### src/hdl/twcp_pkg.sv
// Constants, types and register map for the two-wire configuration port host.
// Assumes a 100 MHz system clock; the serial clock is derived from it.
package twcp_pkg;

  // ==========================================================================
  // Timing
  localparam int CLK_MHZ  = 100;
  // 250 kHz bit rate keeps a full bench run short and still clears the 3-period filter
  localparam int QTR_NS   = 1000;
  localparam int QTR_CYC  = (QTR_NS * CLK_MHZ + 999) / 1000;
  localparam logic [8:0] QTR_LAST = 9'(QTR_CYC - 1);
  localparam int RST_NS   = 4000;
  localparam int RST_QTRS = (RST_NS + QTR_NS - 1) / QTR_NS;
  localparam logic [3:0] RST_LOW_LAST = 4'(RST_QTRS - 1);
  localparam logic [3:0] RST_END_LAST = 4'(2 * RST_QTRS - 1);

  // ==========================================================================
  // Bus addressing and register map of the device
  localparam logic [5:0] DEV_ADDR_HI  = 6'h26;
  localparam logic       DIR_WRITE    = 1'h0;
  localparam logic       DIR_READ     = 1'h1;
  localparam logic [7:0] REG_PLL_VIDEO_TUNING    = 8'h1C;
  localparam logic [7:0] REG_BLACK_LEVEL_RESTORE = 8'h23;
  localparam logic [7:0] REG_CRYSTAL_COMP        = 8'h2B;
  localparam logic [7:0] VAL_PLL_VIDEO_TUNING    = 8'h49;
  localparam logic [7:0] VAL_BLACK_LEVEL_RESTORE = 8'h78;
  localparam logic [1:0] INIT_LAST    = 2'h2;
  localparam logic [3:0] ACK_BIT      = 4'h8;

  // ==========================================================================
  // Types
  typedef struct packed {
    logic       rd;
    logic [7:0] ptr;
    logic [7:0] data;
    logic [4:0] count;
  } twcp_cmd_type;

  typedef enum logic [4:0] {
    ST_IDLE  = 5'h01,
    ST_START = 5'h02,
    ST_BITS  = 5'h04,
    ST_STOP  = 5'h08,
    ST_RST   = 5'h10
  } twcp_state_type;

  typedef enum logic [4:0] {
    STG_ADDR_W = 5'h01,
    STG_PTR    = 5'h02,
    STG_DATA   = 5'h04,
    STG_ADDR_R = 5'h08,
    STG_READ   = 5'h10
  } twcp_stage_type;

endpackage

### src/hdl/twcp_host.sv
// Host controller for the two-wire configuration port of a video digitizer.
// Drives the serial clock, shares the open-drain data line, pulses the reset pin.
// Assumes the board resolves sda from sda_oe (low when driven) and a pull-up.
// Overview of operation
// RQ1: Device address is 100110 plus select bit
// RQ2: Idle bus high; data line never driven high
// RQ3: Open each transfer with start condition
// RQ4: Device ignores traffic until a start
// RQ5: Send seven-bit address then direction bit
// RQ6: Device acknowledges matching address
// RQ7: End with stop or repeated start
// RQ8: Keep data stable while clock high
// RQ9: Device deglitches clock by three crystal periods
// RQ10: Device samples data on delayed rising edge
// RQ11: Device changes read data after falling edge
// RQ12: Write: address, pointer, data, pointer increments
// RQ13: Read: pointer write, restart, read bytes
// RQ14: Sequential reads return ascending registers
// RQ15: Device defaults select RGB, first channel
// RQ16: Write 0x49 to pll_video_tuning
// RQ17: Write 0x78 to black_level_restore_ctrl
// RQ18: Write crystal compensation value to 0x2B
// RQ19: Device resets itself at power-up
// RQ20: Reset pin equals power-up reset
// RQ21: Serial port works in standby
// RQ22: Do not acknowledge final read byte
`timescale 1ns/1ps

module twcp_host
  import twcp_pkg::*;
(
  input  wire logic         sys_clk,
  input  wire logic         rst_b,
  input  wire logic         cmd_valid,
  input  wire twcp_cmd_type cmd,
  input  wire logic         init_req,
  input  wire logic [7:0]   crystal_comp,
  input  wire logic         dev_reset_req,
  input  wire logic         addr_sel,
  output logic              cmd_ready,
  output logic              done,
  output logic              nack_err,
  output logic              rd_valid,
  output logic [7:0]        rd_data,
  output logic              scl_out,
  input  wire logic         sda_in,
  output logic              sda_out,
  output logic              sda_oe,
  output logic              dev_reset_n
);

  // ==========================================================================
  // Pin synchronisers
  logic sda_m_q;
  logic sda_s_q;
  logic sel_m_q;
  logic sel_s_q;

  always_ff @(posedge sys_clk) begin
    if (!rst_b) begin
      sda_m_q <= 1'h1;
      sda_s_q <= 1'h1;
      sel_m_q <= 1'h0;
      sel_s_q <= 1'h0;
    end else begin
      sda_m_q <= sda_in;
      sda_s_q <= sda_m_q;
      sel_m_q <= addr_sel;
      sel_s_q <= sel_m_q;
    end
  end

  // ==========================================================================
  // Quarter-bit timer
  twcp_state_type st_q;
  logic [8:0]     qc_q;
  logic           tick;

  assign tick = (qc_q == QTR_LAST);

  always_ff @(posedge sys_clk) begin
    if (!rst_b) begin
      qc_q <= 9'h000;
    end else if (st_q == ST_IDLE || tick) begin
      qc_q <= 9'h000;
    end else begin
      qc_q <= qc_q + 9'h001;
    end
  end

  // ==========================================================================
  // Transfer sequencer
  twcp_stage_type stage_q;
  twcp_cmd_type   cur_q;
  logic [1:0]     ph_q;
  logic [3:0]     bit_q;
  logic [7:0]     sh_q;
  logic [4:0]     rem_q;
  logic           init_q;
  logic [1:0]     idx_q;
  logic [7:0]     comp_q;
  logic           scl_q;
  logic           oe_q;
  logic           ready_q;
  logic           done_q;
  logic           err_q;
  logic           rdv_q;
  logic [7:0]     rdd_q;
  logic           rstn_q;
  logic           sdo_q;
  logic [6:0]     dev_addr;
  logic           ack;

  assign dev_addr = {DEV_ADDR_HI, sel_s_q}; // RQ1
  assign ack      = !sda_s_q;

  // Recommended start-up writes, in order
  function automatic twcp_cmd_type init_cmd(input logic [1:0] idx, input logic [7:0] comp);
    twcp_cmd_type c;
    c.rd    = DIR_WRITE;
    c.count = 5'h01;
    c.ptr   = REG_CRYSTAL_COMP;
    c.data  = comp;
    if (idx == 2'h0) begin
      c.ptr  = REG_PLL_VIDEO_TUNING;
      c.data = VAL_PLL_VIDEO_TUNING;
    end else if (idx == 2'h1) begin
      c.ptr  = REG_BLACK_LEVEL_RESTORE;
      c.data = VAL_BLACK_LEVEL_RESTORE;
    end
    return c;
  endfunction

  always_ff @(posedge sys_clk) begin
    if (!rst_b) begin
      st_q    <= ST_IDLE;
      stage_q <= STG_ADDR_W;
      cur_q   <= '0;
      ph_q    <= 2'h0;
      bit_q   <= 4'h0;
      sh_q    <= 8'h00;
      rem_q   <= 5'h00;
      init_q  <= 1'h0;
      idx_q   <= 2'h0;
      comp_q  <= 8'h00;
      scl_q   <= 1'h1;
      oe_q    <= 1'h0;
      ready_q <= 1'h1;
      done_q  <= 1'h0;
      err_q   <= 1'h0;
      rdv_q   <= 1'h0;
      rdd_q   <= 8'h00;
      rstn_q  <= 1'h1;
      sdo_q   <= 1'h0;
    end else begin
      done_q <= 1'h0;
      rdv_q  <= 1'h0;
      sdo_q  <= 1'h0; // RQ2
      unique case (st_q)
        ST_IDLE: begin
          scl_q <= 1'h1; // RQ2
          oe_q  <= 1'h0;
          ph_q  <= 2'h0;
          bit_q <= 4'h0;
          if (ready_q && dev_reset_req) begin
            rstn_q  <= 1'h0; // RQ20
            ready_q <= 1'h0;
            st_q    <= ST_RST;
          end else if (ready_q && init_req) begin
            init_q  <= 1'h1;
            idx_q   <= 2'h0;
            comp_q  <= crystal_comp;
            cur_q   <= init_cmd(2'h0, crystal_comp); // RQ16
            err_q   <= 1'h0;
            ready_q <= 1'h0;
            stage_q <= STG_ADDR_W;
            st_q    <= ST_START;
          end else if (ready_q && cmd_valid) begin
            init_q  <= 1'h0;
            cur_q   <= cmd;
            err_q   <= 1'h0;
            ready_q <= 1'h0;
            stage_q <= STG_ADDR_W;
            st_q    <= ST_START;
          end
        end
        ST_START: if (tick) begin
          // Release data, raise clock, then pull data low under a high clock
          ph_q <= ph_q + 2'h1;
          unique case (ph_q)
            2'h0: oe_q  <= 1'h0;
            2'h1: scl_q <= 1'h1;
            2'h2: oe_q  <= 1'h1; // RQ3
            2'h3: begin
              scl_q <= 1'h0;
              bit_q <= 4'h0;
              sh_q  <= {dev_addr, stage_q == STG_ADDR_R}; // RQ5
              st_q  <= ST_BITS;
            end
          endcase
        end
        ST_BITS: if (tick) begin
          ph_q <= ph_q + 2'h1;
          unique case (ph_q)
            2'h0: begin
              // Data moves a quarter bit after the clock fell, clear of device hold
              if (bit_q == ACK_BIT) begin
                oe_q <= (stage_q == STG_READ) && (rem_q > 5'h01); // RQ22
              end else begin
                oe_q <= (stage_q != STG_READ) && !sh_q[7]; // RQ8
              end
            end
            2'h1: scl_q <= 1'h1;
            2'h2: ;
            2'h3: begin
              scl_q <= 1'h0;
              if (bit_q != ACK_BIT) begin
                bit_q <= bit_q + 4'h1;
                sh_q  <= {sh_q[6:0], sda_s_q};
              end else begin
                bit_q <= 4'h0;
                unique case (stage_q)
                  STG_ADDR_W: begin
                    if (!ack) begin
                      err_q <= 1'h1;
                      st_q  <= ST_STOP;
                    end else begin
                      stage_q <= STG_PTR;
                      sh_q    <= cur_q.ptr; // RQ12
                    end
                  end
                  STG_PTR: begin
                    if (!ack) begin
                      err_q <= 1'h1;
                      st_q  <= ST_STOP;
                    end else if (cur_q.rd) begin
                      stage_q <= STG_ADDR_R; // RQ13
                      st_q    <= ST_START;
                    end else begin
                      stage_q <= STG_DATA;
                      sh_q    <= cur_q.data;
                    end
                  end
                  STG_DATA: begin
                    err_q <= !ack;
                    st_q  <= ST_STOP; // RQ7
                  end
                  STG_ADDR_R: begin
                    if (!ack) begin
                      err_q <= 1'h1;
                      st_q  <= ST_STOP;
                    end else begin
                      stage_q <= STG_READ;
                      rem_q   <= (cur_q.count == 5'h00) ? 5'h01 : cur_q.count;
                    end
                  end
                  STG_READ: begin
                    rdv_q <= 1'h1; // RQ13
                    rdd_q <= sh_q;
                    rem_q <= rem_q - 5'h01;
                    if (rem_q == 5'h01) begin
                      st_q <= ST_STOP;
                    end
                  end
                  default: st_q <= ST_STOP;
                endcase
              end
            end
          endcase
        end
        ST_STOP: if (tick) begin
          ph_q <= ph_q + 2'h1;
          unique case (ph_q)
            2'h0: oe_q  <= 1'h1;
            2'h1: scl_q <= 1'h1;
            2'h2: oe_q  <= 1'h0; // RQ7
            2'h3: begin
              // Last quarter leaves the bus free before any next start
              if (init_q && !err_q && idx_q != INIT_LAST) begin
                idx_q   <= idx_q + 2'h1;
                cur_q   <= init_cmd(idx_q + 2'h1, comp_q); // RQ17 RQ18
                stage_q <= STG_ADDR_W;
                st_q    <= ST_START;
              end else begin
                init_q  <= 1'h0;
                ready_q <= 1'h1;
                done_q  <= 1'h1;
                st_q    <= ST_IDLE;
              end
            end
          endcase
        end
        ST_RST: if (tick) begin
          bit_q <= bit_q + 4'h1;
          if (bit_q == RST_LOW_LAST) begin
            rstn_q <= 1'h1;
          end
          // Idle as long again so the device settles to its defaults
          if (bit_q == RST_END_LAST) begin
            bit_q   <= 4'h0;
            ready_q <= 1'h1;
            done_q  <= 1'h1;
            st_q    <= ST_IDLE;
          end
        end
        default: st_q <= ST_IDLE;
      endcase
    end
  end

  assign cmd_ready   = ready_q;
  assign done        = done_q;
  assign nack_err    = err_q;
  assign rd_valid    = rdv_q;
  assign rd_data     = rdd_q;
  assign scl_out     = scl_q;
  assign sda_out     = sdo_q;
  assign sda_oe      = oe_q;
  assign dev_reset_n = rstn_q;
endmodule

### config.mk
export PLATFORM = sky130hd
export DESIGN_NAME = twcp_host
export DESIGN_NICKNAME = d
export VERILOG_FILES = /design/src/hdl/twcp_pkg.sv /design/src/hdl/twcp_host.sv
export SDC_FILE = /design/constraint.sdc
export NUM_CORES = 1
export LEC_CHECK = 0
export ABC_AREA = 1
export BUFFER_PORTS_ARGS = -buffer_cell sky130_fd_sc_hd__buf_2
export CAP_MARGIN = 30
export CELL_PAD_IN_SITES_DETAIL_PLACEMENT = 1
export CELL_PAD_IN_SITES_GLOBAL_PLACEMENT = 2
export CORE_ASPECT_RATIO = 1.2
export CORE_UTILIZATION = 35
export DETAILED_ROUTE_END_ITERATION = 12
export GPL_ROUTABILITY_DRIVEN = 0
export PLACE_DENSITY = 0.86
export SETUP_SLACK_MARGIN = 0.02
export SYNTH_ARGS = -nofsm -noshare
export SYNTH_HDL_FRONTEND = slang
export SYNTH_SLANG_ARGS = --single-unit
### constraint.sdc
create_clock -name sys_clk -period 2.7 [get_ports sys_clk]
set_input_delay 0.27 -clock sys_clk [delete_from_list [all_inputs] [get_ports sys_clk]]
set_output_delay 0.27 -clock sys_clk [all_outputs]
set_load 0.1 [all_outputs]
# After elaboration in Yosys (flattened, before gate mapping)
# Index checks and enable logic that the tools add are counted.
[totals]
register_bits = 90
[op_classes]
bitwise = 6
n_mux = 118
n_reduce_logical = 46
addsub = 5
n_lt_le_gt_ge = 1
eq_ne = 60
[ops]
columns = ["cell", "count"]
rows = [
  ["2-to-1 mux 5 bit", 30],
  ["2-to-1 mux 22 bit", 6],
  ["2-to-1 mux 8 bit", 8],
  ["case mux 5 bit (3 select lines)", 3],
  ["case mux 22 bit (2 select lines)", 1],
  ["2-to-1 mux 1 bit", 35],
  ["2-to-1 mux 4 bit", 8],
  ["!= test 2 bit (second input constant)", 16],
  ["case mux 8 bit (2 select lines)", 2],
  ["AND reduction 6 bit", 5],
  ["AND reduction 13 bit", 2],
  ["case mux 5 bit (5 select lines)", 1],
  ["!= test 3 bit (second input constant)", 7],
  ["!= test 4 bit (second input constant)", 5],
  ["case mux 1 bit (2 select lines)", 8],
  ["case mux 4 bit (4 select lines)", 1],
  ["== test 5 x 1 -> 1 bit (second input constant)", 3],
  ["2-to-1 mux 14 bit", 1],
  ["2-to-1 mux 2 bit", 7],
  ["AND reduction 7 bit", 2],
  ["2-to-1 mux 12 bit", 1],
  ["nonzero test 2 bit", 6],
  ["== test 5 x 2 -> 1 bit (second input constant)", 2],
  ["== test 5 x 3 -> 1 bit (second input constant)", 2],
  ["other kinds (40)", 74],
]

# Logic depth before layout (Yosys ltp)
[depth]
depth_word = 8
depth_mapped = 13
mapped_depth_nobuf = 12

# Worst setup path before layout
# No wires, ideal clock.
[synth_path]
path_type = "flip-flop to flip-flop"
start = "register ready_q (netlist: cmd_ready)"
end = "register cur_q[13] (netlist name)"
period_less_slack_ns = 2.112
path_stages_with_launch = 9
slack_ns = 0.588
arrival_ns = 1.979
required_time_ns = 2.568
setup_ns = 0.132
path_cell_list = "dfxtp_1 nand2_1 nand2_1 inv_1 buf_2 nand2_1 nand2_1 nand3_1 a21oi_1"
[synth_via]
elab_chain_len = 4
word_cells_on_any_way = 9
[synth_lines]
columns = ["item", "line", "text"]
rows = [
  ["from (decl)", "twcp_host.sv:104", "logic ready_q;"],
  ["from (signal assigned)", "twcp_host.sv:148", "ready_q <= 1'h1;"],
  ["from (signal assigned)", "twcp_host.sv:167", "ready_q <= 1'h0;"],
  ["from (signal assigned)", "twcp_host.sv:175", "ready_q <= 1'h0;"],
  ["logical AND 1 bit", "twcp_host.sv:169", "end else if (ready_q && init_req) begin"],
  ["2-to-1 mux 22 bit", "twcp_host.sv:169", ""],
  ["2-to-1 mux 22 bit", "twcp_host.sv:165", "if (ready_q && dev_reset_req) begin"],
  ["case mux 22 bit (2 select lines)", "twcp_host.sv:159", "unique case (st_q)"],
  ["to (signal assigned)", "twcp_host.sv:173", "cur_q <= init_cmd(2'h0, crystal_comp);"],
  ["to (signal assigned)", "twcp_host.sv:180", "cur_q <= cmd;"],
  ["to (signal assigned)", "twcp_host.sv:281", "cur_q <= init_cmd(idx_q + 2'h1, comp_q);"],
  ["to (decl)", "twcp_host.sv:94", "twcp_cmd_type cur_q;"],
]
# Several ways; a longest one is shown, not always the timed one. The select of a mux whose other input is x is not followed.
# A chain may end at the register's enable or synchronous reset.

# Worst setup path in the final report
[layout_path]
start = "register st_q[0]"
end = "register st_q[1]"
[layout_via]
elab_chain_len = 3
word_cells_on_any_way = 20
[layout_lines]
columns = ["item", "line", "text"]
rows = [
  ["from (decl)", "twcp_host.sv:75", "twcp_state_type st_q;"],
  ["from (signal assigned)", "twcp_host.sv:136", "st_q <= ST_IDLE;"],
  ["from (signal assigned)", "twcp_host.sv:168", "st_q <= ST_RST;"],
  ["from (signal assigned)", "twcp_host.sv:177", "st_q <= ST_START;"],
  ["== test 5 x 1 -> 1 bit, or another cell as far along", "twcp_host.sv:159", ""],
  ["!= test 4 x 1 -> 1 bit (no source line), or another cell as far along", "n/a", ""],
  ["AND reduction 13 bit (no source line)", "n/a", ""],
]
# Several ways; a longest one is shown, not always the timed one.

==> results.md <==
Die:
- 53 I/O pins were placed.
- The x dimension of the die is 110 um.
- The height of the die is 132 um.
- The die area is 0.0146 mm^2.
- The count of standard-cell rows is 47.
- The starting density of the core is 0.359.
- The floorplan step defined a core boundary enclosing 0.0138 mm^2.

Critical path:
- The critical path capture point type is a flip-flop.
- The worst setup path is launched from a flip-flop.
- The kind of cell with the highest combined delay on the critical path is simple AND/OR/NAND/NOR gates.
- At the worst endpoint, the arrival time is 2.38 ns.
- The maximum single-stage delay on the critical path is 0.50 ns.
- The critical path goes through nor2_4, inv_2, nor2_2, nand2_2, nand3_1, nor2_2, nand3_1, nand2_1, nand2_1, nor2_1.
- The slowest stage of the critical path belongs to the cell sky130_fd_sc_hd__nor2_2.
- The number of buffers and inverters on the critical path is 1.
- By startpoint and endpoint, the worst setup path is classified as flip-flop to flip-flop.
- The data required time at the worst endpoint is 2.96 ns.
- Along the worst path, the maximum fanout reaches 13.

Place:
- Once placement completed, the tool counted placed cells totaling 961.
- After legalization and detailed placement, the total HPWL measured 11.6 mm.
- In this run the tool buffered the top-level ports with 51 buffer cells.

Timing:
- The slew of the pin with the lowest slew margin is 0.886 ns.
- Dividing the final minimum period by the clock period gives 0.786.
- Setup repair after global routing left no endpoint under its margin.
- Subtracting the final worst setup slack from the clock period gives 2.12 ns.
- The final max-slew violation count is 0.
- Derived from the worst setup path, the maximum achievable clock frequency is 471 MHz.
- The relative slew slack is 0.409.
- The number of hold-slack violations in the final timing report is 0.
- The setup total negative slack is 0 ns.
- The maximum clock skew at final layout is 0.00833 ns.
- Setup violations remaining at the end of the flow were counted as 0.

Layout:
- In the final layout, the share of cells above drive strength 1 is 0.143.
- In the final design database the tool counted 851 nets.
- The library cell used most frequently in the layout, excluding fill and tap cells, is sky130_fd_sc_hd__nand2_1.
- Compared with the post-synthesis result, the final layout area differs by 14.2%.
- The filler cells instantiated in the layout total 1830.
- In the layout the commonest cells are sky130_fd_sc_hd__nand2_1, sky130_fd_sc_hd__nor2_1, sky130_fd_sc_hd__dfxtp_1.
- The count of cells in the finished layout, fillers not included, comes to 977.
- The number of diodes added for antenna fixing is 0.

CTS:
- The H-tree was split into 3 levels.
- The hold buffer count at CTS is 0.
- Once the clock tree was built, the setup fixing pass inserted 0 buffers.
- After clock tree synthesis, the clock-pin slew on the worst setup and hold paths is 0.07 ns.
- The deepest clock path buffer count is 2.
- The worst-skew pair later-pin latency is 0.36 ns.
- The tree is rooted in a sky130_fd_sc_hd__clkbuf_16.
- The post-cts sizing count is 0.
- The clock buffer count from CTS is 9.
- TritonCTS built the clock tree.
- The number of clock sinks is 90.

Synthesis:
- The total standard cell area after synthesis is 0.00494 mm^2.
- For this run, the number of Yosys warnings is 0.
- The register bit count reported by yosys is 90.
- In this run, distinct cell masters in the synthesized netlist total 42.
- The synthesized area per cell is 6.57 um^2.
- The share of the Yosys chip area taken by registers is 0.365.
- The net count after synthesis is 802.
- The gate count after technology mapping is 752.

Global route:
- The number of global-route vias before repair is 5047.
- Across every metal layer, demand over resource in global routing totals 0.213.
- The largest net degree at the start of global routing is 43.
- The first global-routing pass estimated 24.9 mm of wire.
- The initial antenna violation count is 0.
- The residual overflow from global routing is 0.

Routing:
- Using the TritonRoute via totals, the vias-per-cell ratio works out to 5.18.
- The number of antenna-violating nets in the routed design is 0.
- The mean routed wirelength per cell is 15.6 um.
- The via total after detailed routing is 5058.
- After the first detailed-routing iteration, the DRC count stood at 236.
- The final layout contains routed wiring with a total length of 15.2 mm.
- The first-pass detailed-route iteration total is 4.
- The number of remaining DRC errors is 0.

Power and ir drop:
- The overall power after layout is 5.99 mW.
- VDD sags by at most 0.585 mV.
- The analysis attributes to cell leakage a power of 2.53 nW.
- The power density over cell area is 1060 mW/mm^2.

Outcome:
- The run finished with clean final reports.

Job:
- The count of max-cap constraint violations is 0.

Min path:
- The min-delay analysis places its worst path in the category input port to flip-flop.
-- flip-flops by register name, indices dropped and copies added (netlist names) --
name / flops
bit_q: 4
cmd_ready: 1
comp_q: 8
cur_q: 22
dev_reset_n: 1
done: 1
idx_q: 2
init_q: 1
nack_err: 1
ph_q: 2
qc_q: 9
rd_data: 8
rd_valid: 1
rem_q: 5
scl_out: 1
sda_m_q: 1
sda_oe: 1
sda_s_q: 1
sel_m_q: 1
sel_s_q: 1
sh_q: 8
st_q: 5
stage_q: 5
-- cell families (layout without fill, tap and decap cells) --
group	Yosys count	after routing	share of synthesized area
AO/OA/AOI/OAI	119	119	0.135
XOR/XNOR	3	3	0.00532
adder cells (fa/ha/maj)	13	13	0.0329
buffers and inverters	99	153	0.0849
flip-flops	90	90	0.365
other	1	1	0.000760
AND/OR/NAND/NOR	427	427	0.376
-- metrics by stage --
stage               worst slack, ns   util  hold slack (ns)  area, um^2
finish                        0.578  0.410            0.106        5640
global route                  0.402  0.410            0.102        5640
CTS                           0.580  0.410            0.105        5640
detailed placement            0.587  0.389            0.405        5350
global placement              0.620  0.389            0.404        5350
floorplan                     0.588      -            0.368        4940
-- worst register-to-register path: stages (launching register included) --
cell and delay (ns):
sky130_fd_sc_hd__dfxtp_1 0.37, sky130_fd_sc_hd__nor2_4 0.19, sky130_fd_sc_hd__inv_2 0.05, sky130_fd_sc_hd__nor2_2 0.50, sky130_fd_sc_hd__nand2_2 0.32, sky130_fd_sc_hd__nand3_1 0.20, sky130_fd_sc_hd__nor2_2 0.08, sky130_fd_sc_hd__nand3_1 0.14
sky130_fd_sc_hd__nand2_1 0.07, sky130_fd_sc_hd__nand2_1 0.06, sky130_fd_sc_hd__nor2_1 0.04
-- synth_stat cells (all sizes together) --
library cell  instances  area (um^2)
o21ai                47          250
inv                  74          278
o21bai                1         7.51
nand2               169          649
and3                  1         6.26
o211a                 1         10.0
nor2                154          631
nand3                63          335
nor4                  2         12.5
nor3b                 1         7.51
buf                  13         95.1
o211ai                2         15.0
nand3b                2         15.0
xnor2                 1         8.76
o22ai                 4         25.0
a211oi                8         70.1
a22oi                 1         7.51
or2                   3         18.8
clkinv                1         5.00
a21boi                1         7.51
xor2                  2         17.5
o21a                  1         7.51
a31oi                 2         12.5
dfxtp                90         1800
clkbuf               11         41.3
a21oi                51          255
conb                  1         3.75
and2                  2         12.5
nor3                 16         80.1
ha                   13          163
nand4                14         87.6
-- final timing paths --
path,from,endpoint,slack [ns],cells past startpoint
setup reg to reg,st_q[0],st_q[1],0.58,10
hold / removal,sda_in,sda_m_q,0.11,2
setup / recovery,st_q[0],st_q[1],0.58,10
hold reg to reg,sda_m_q,sda_s_q,0.42,1
-- where the power goes --
part	total (mW)	leakage, nW	switching, mW	internal, mW
Sequential	1.87	0.733	0.240	1.63
Combinational	2.88	1.66	2.05	0.836
Clock	1.23	0.136	0.594	0.640
Total	5.99	2.53	2.88	3.10
-- cell type report --
class                      instances  area [um^2]  area share
inverter                          75          283      0.0501
multi-input combinational        563         2720       0.482
clock buffer                       9          225      0.0399
timing repair buffer              62          338      0.0599
sequential                        90         1800       0.319
clock inverter                     7         62.6      0.0111
tap                              171          214      0.0379
-- routing by layer --
| layer | up-vias | part of all wire | wire, um | GRT usage |
|---|---|---|---|---|
| li1 | 2534 | - | - | - |
| met1 | 2383 | 0.45 | 6890 | 0.265 |
| met2 | 110 | 0.48 | 7310 | 0.362 |
| met3 | 31 | 0.043 | 648 | 0.0395 |
| met4 | 0 | 0.024 | 370 | 0.0837 |
| met5 | - | 0 | 0 | 0 |
Note: power is estimated with default switching activity, not from simulation.
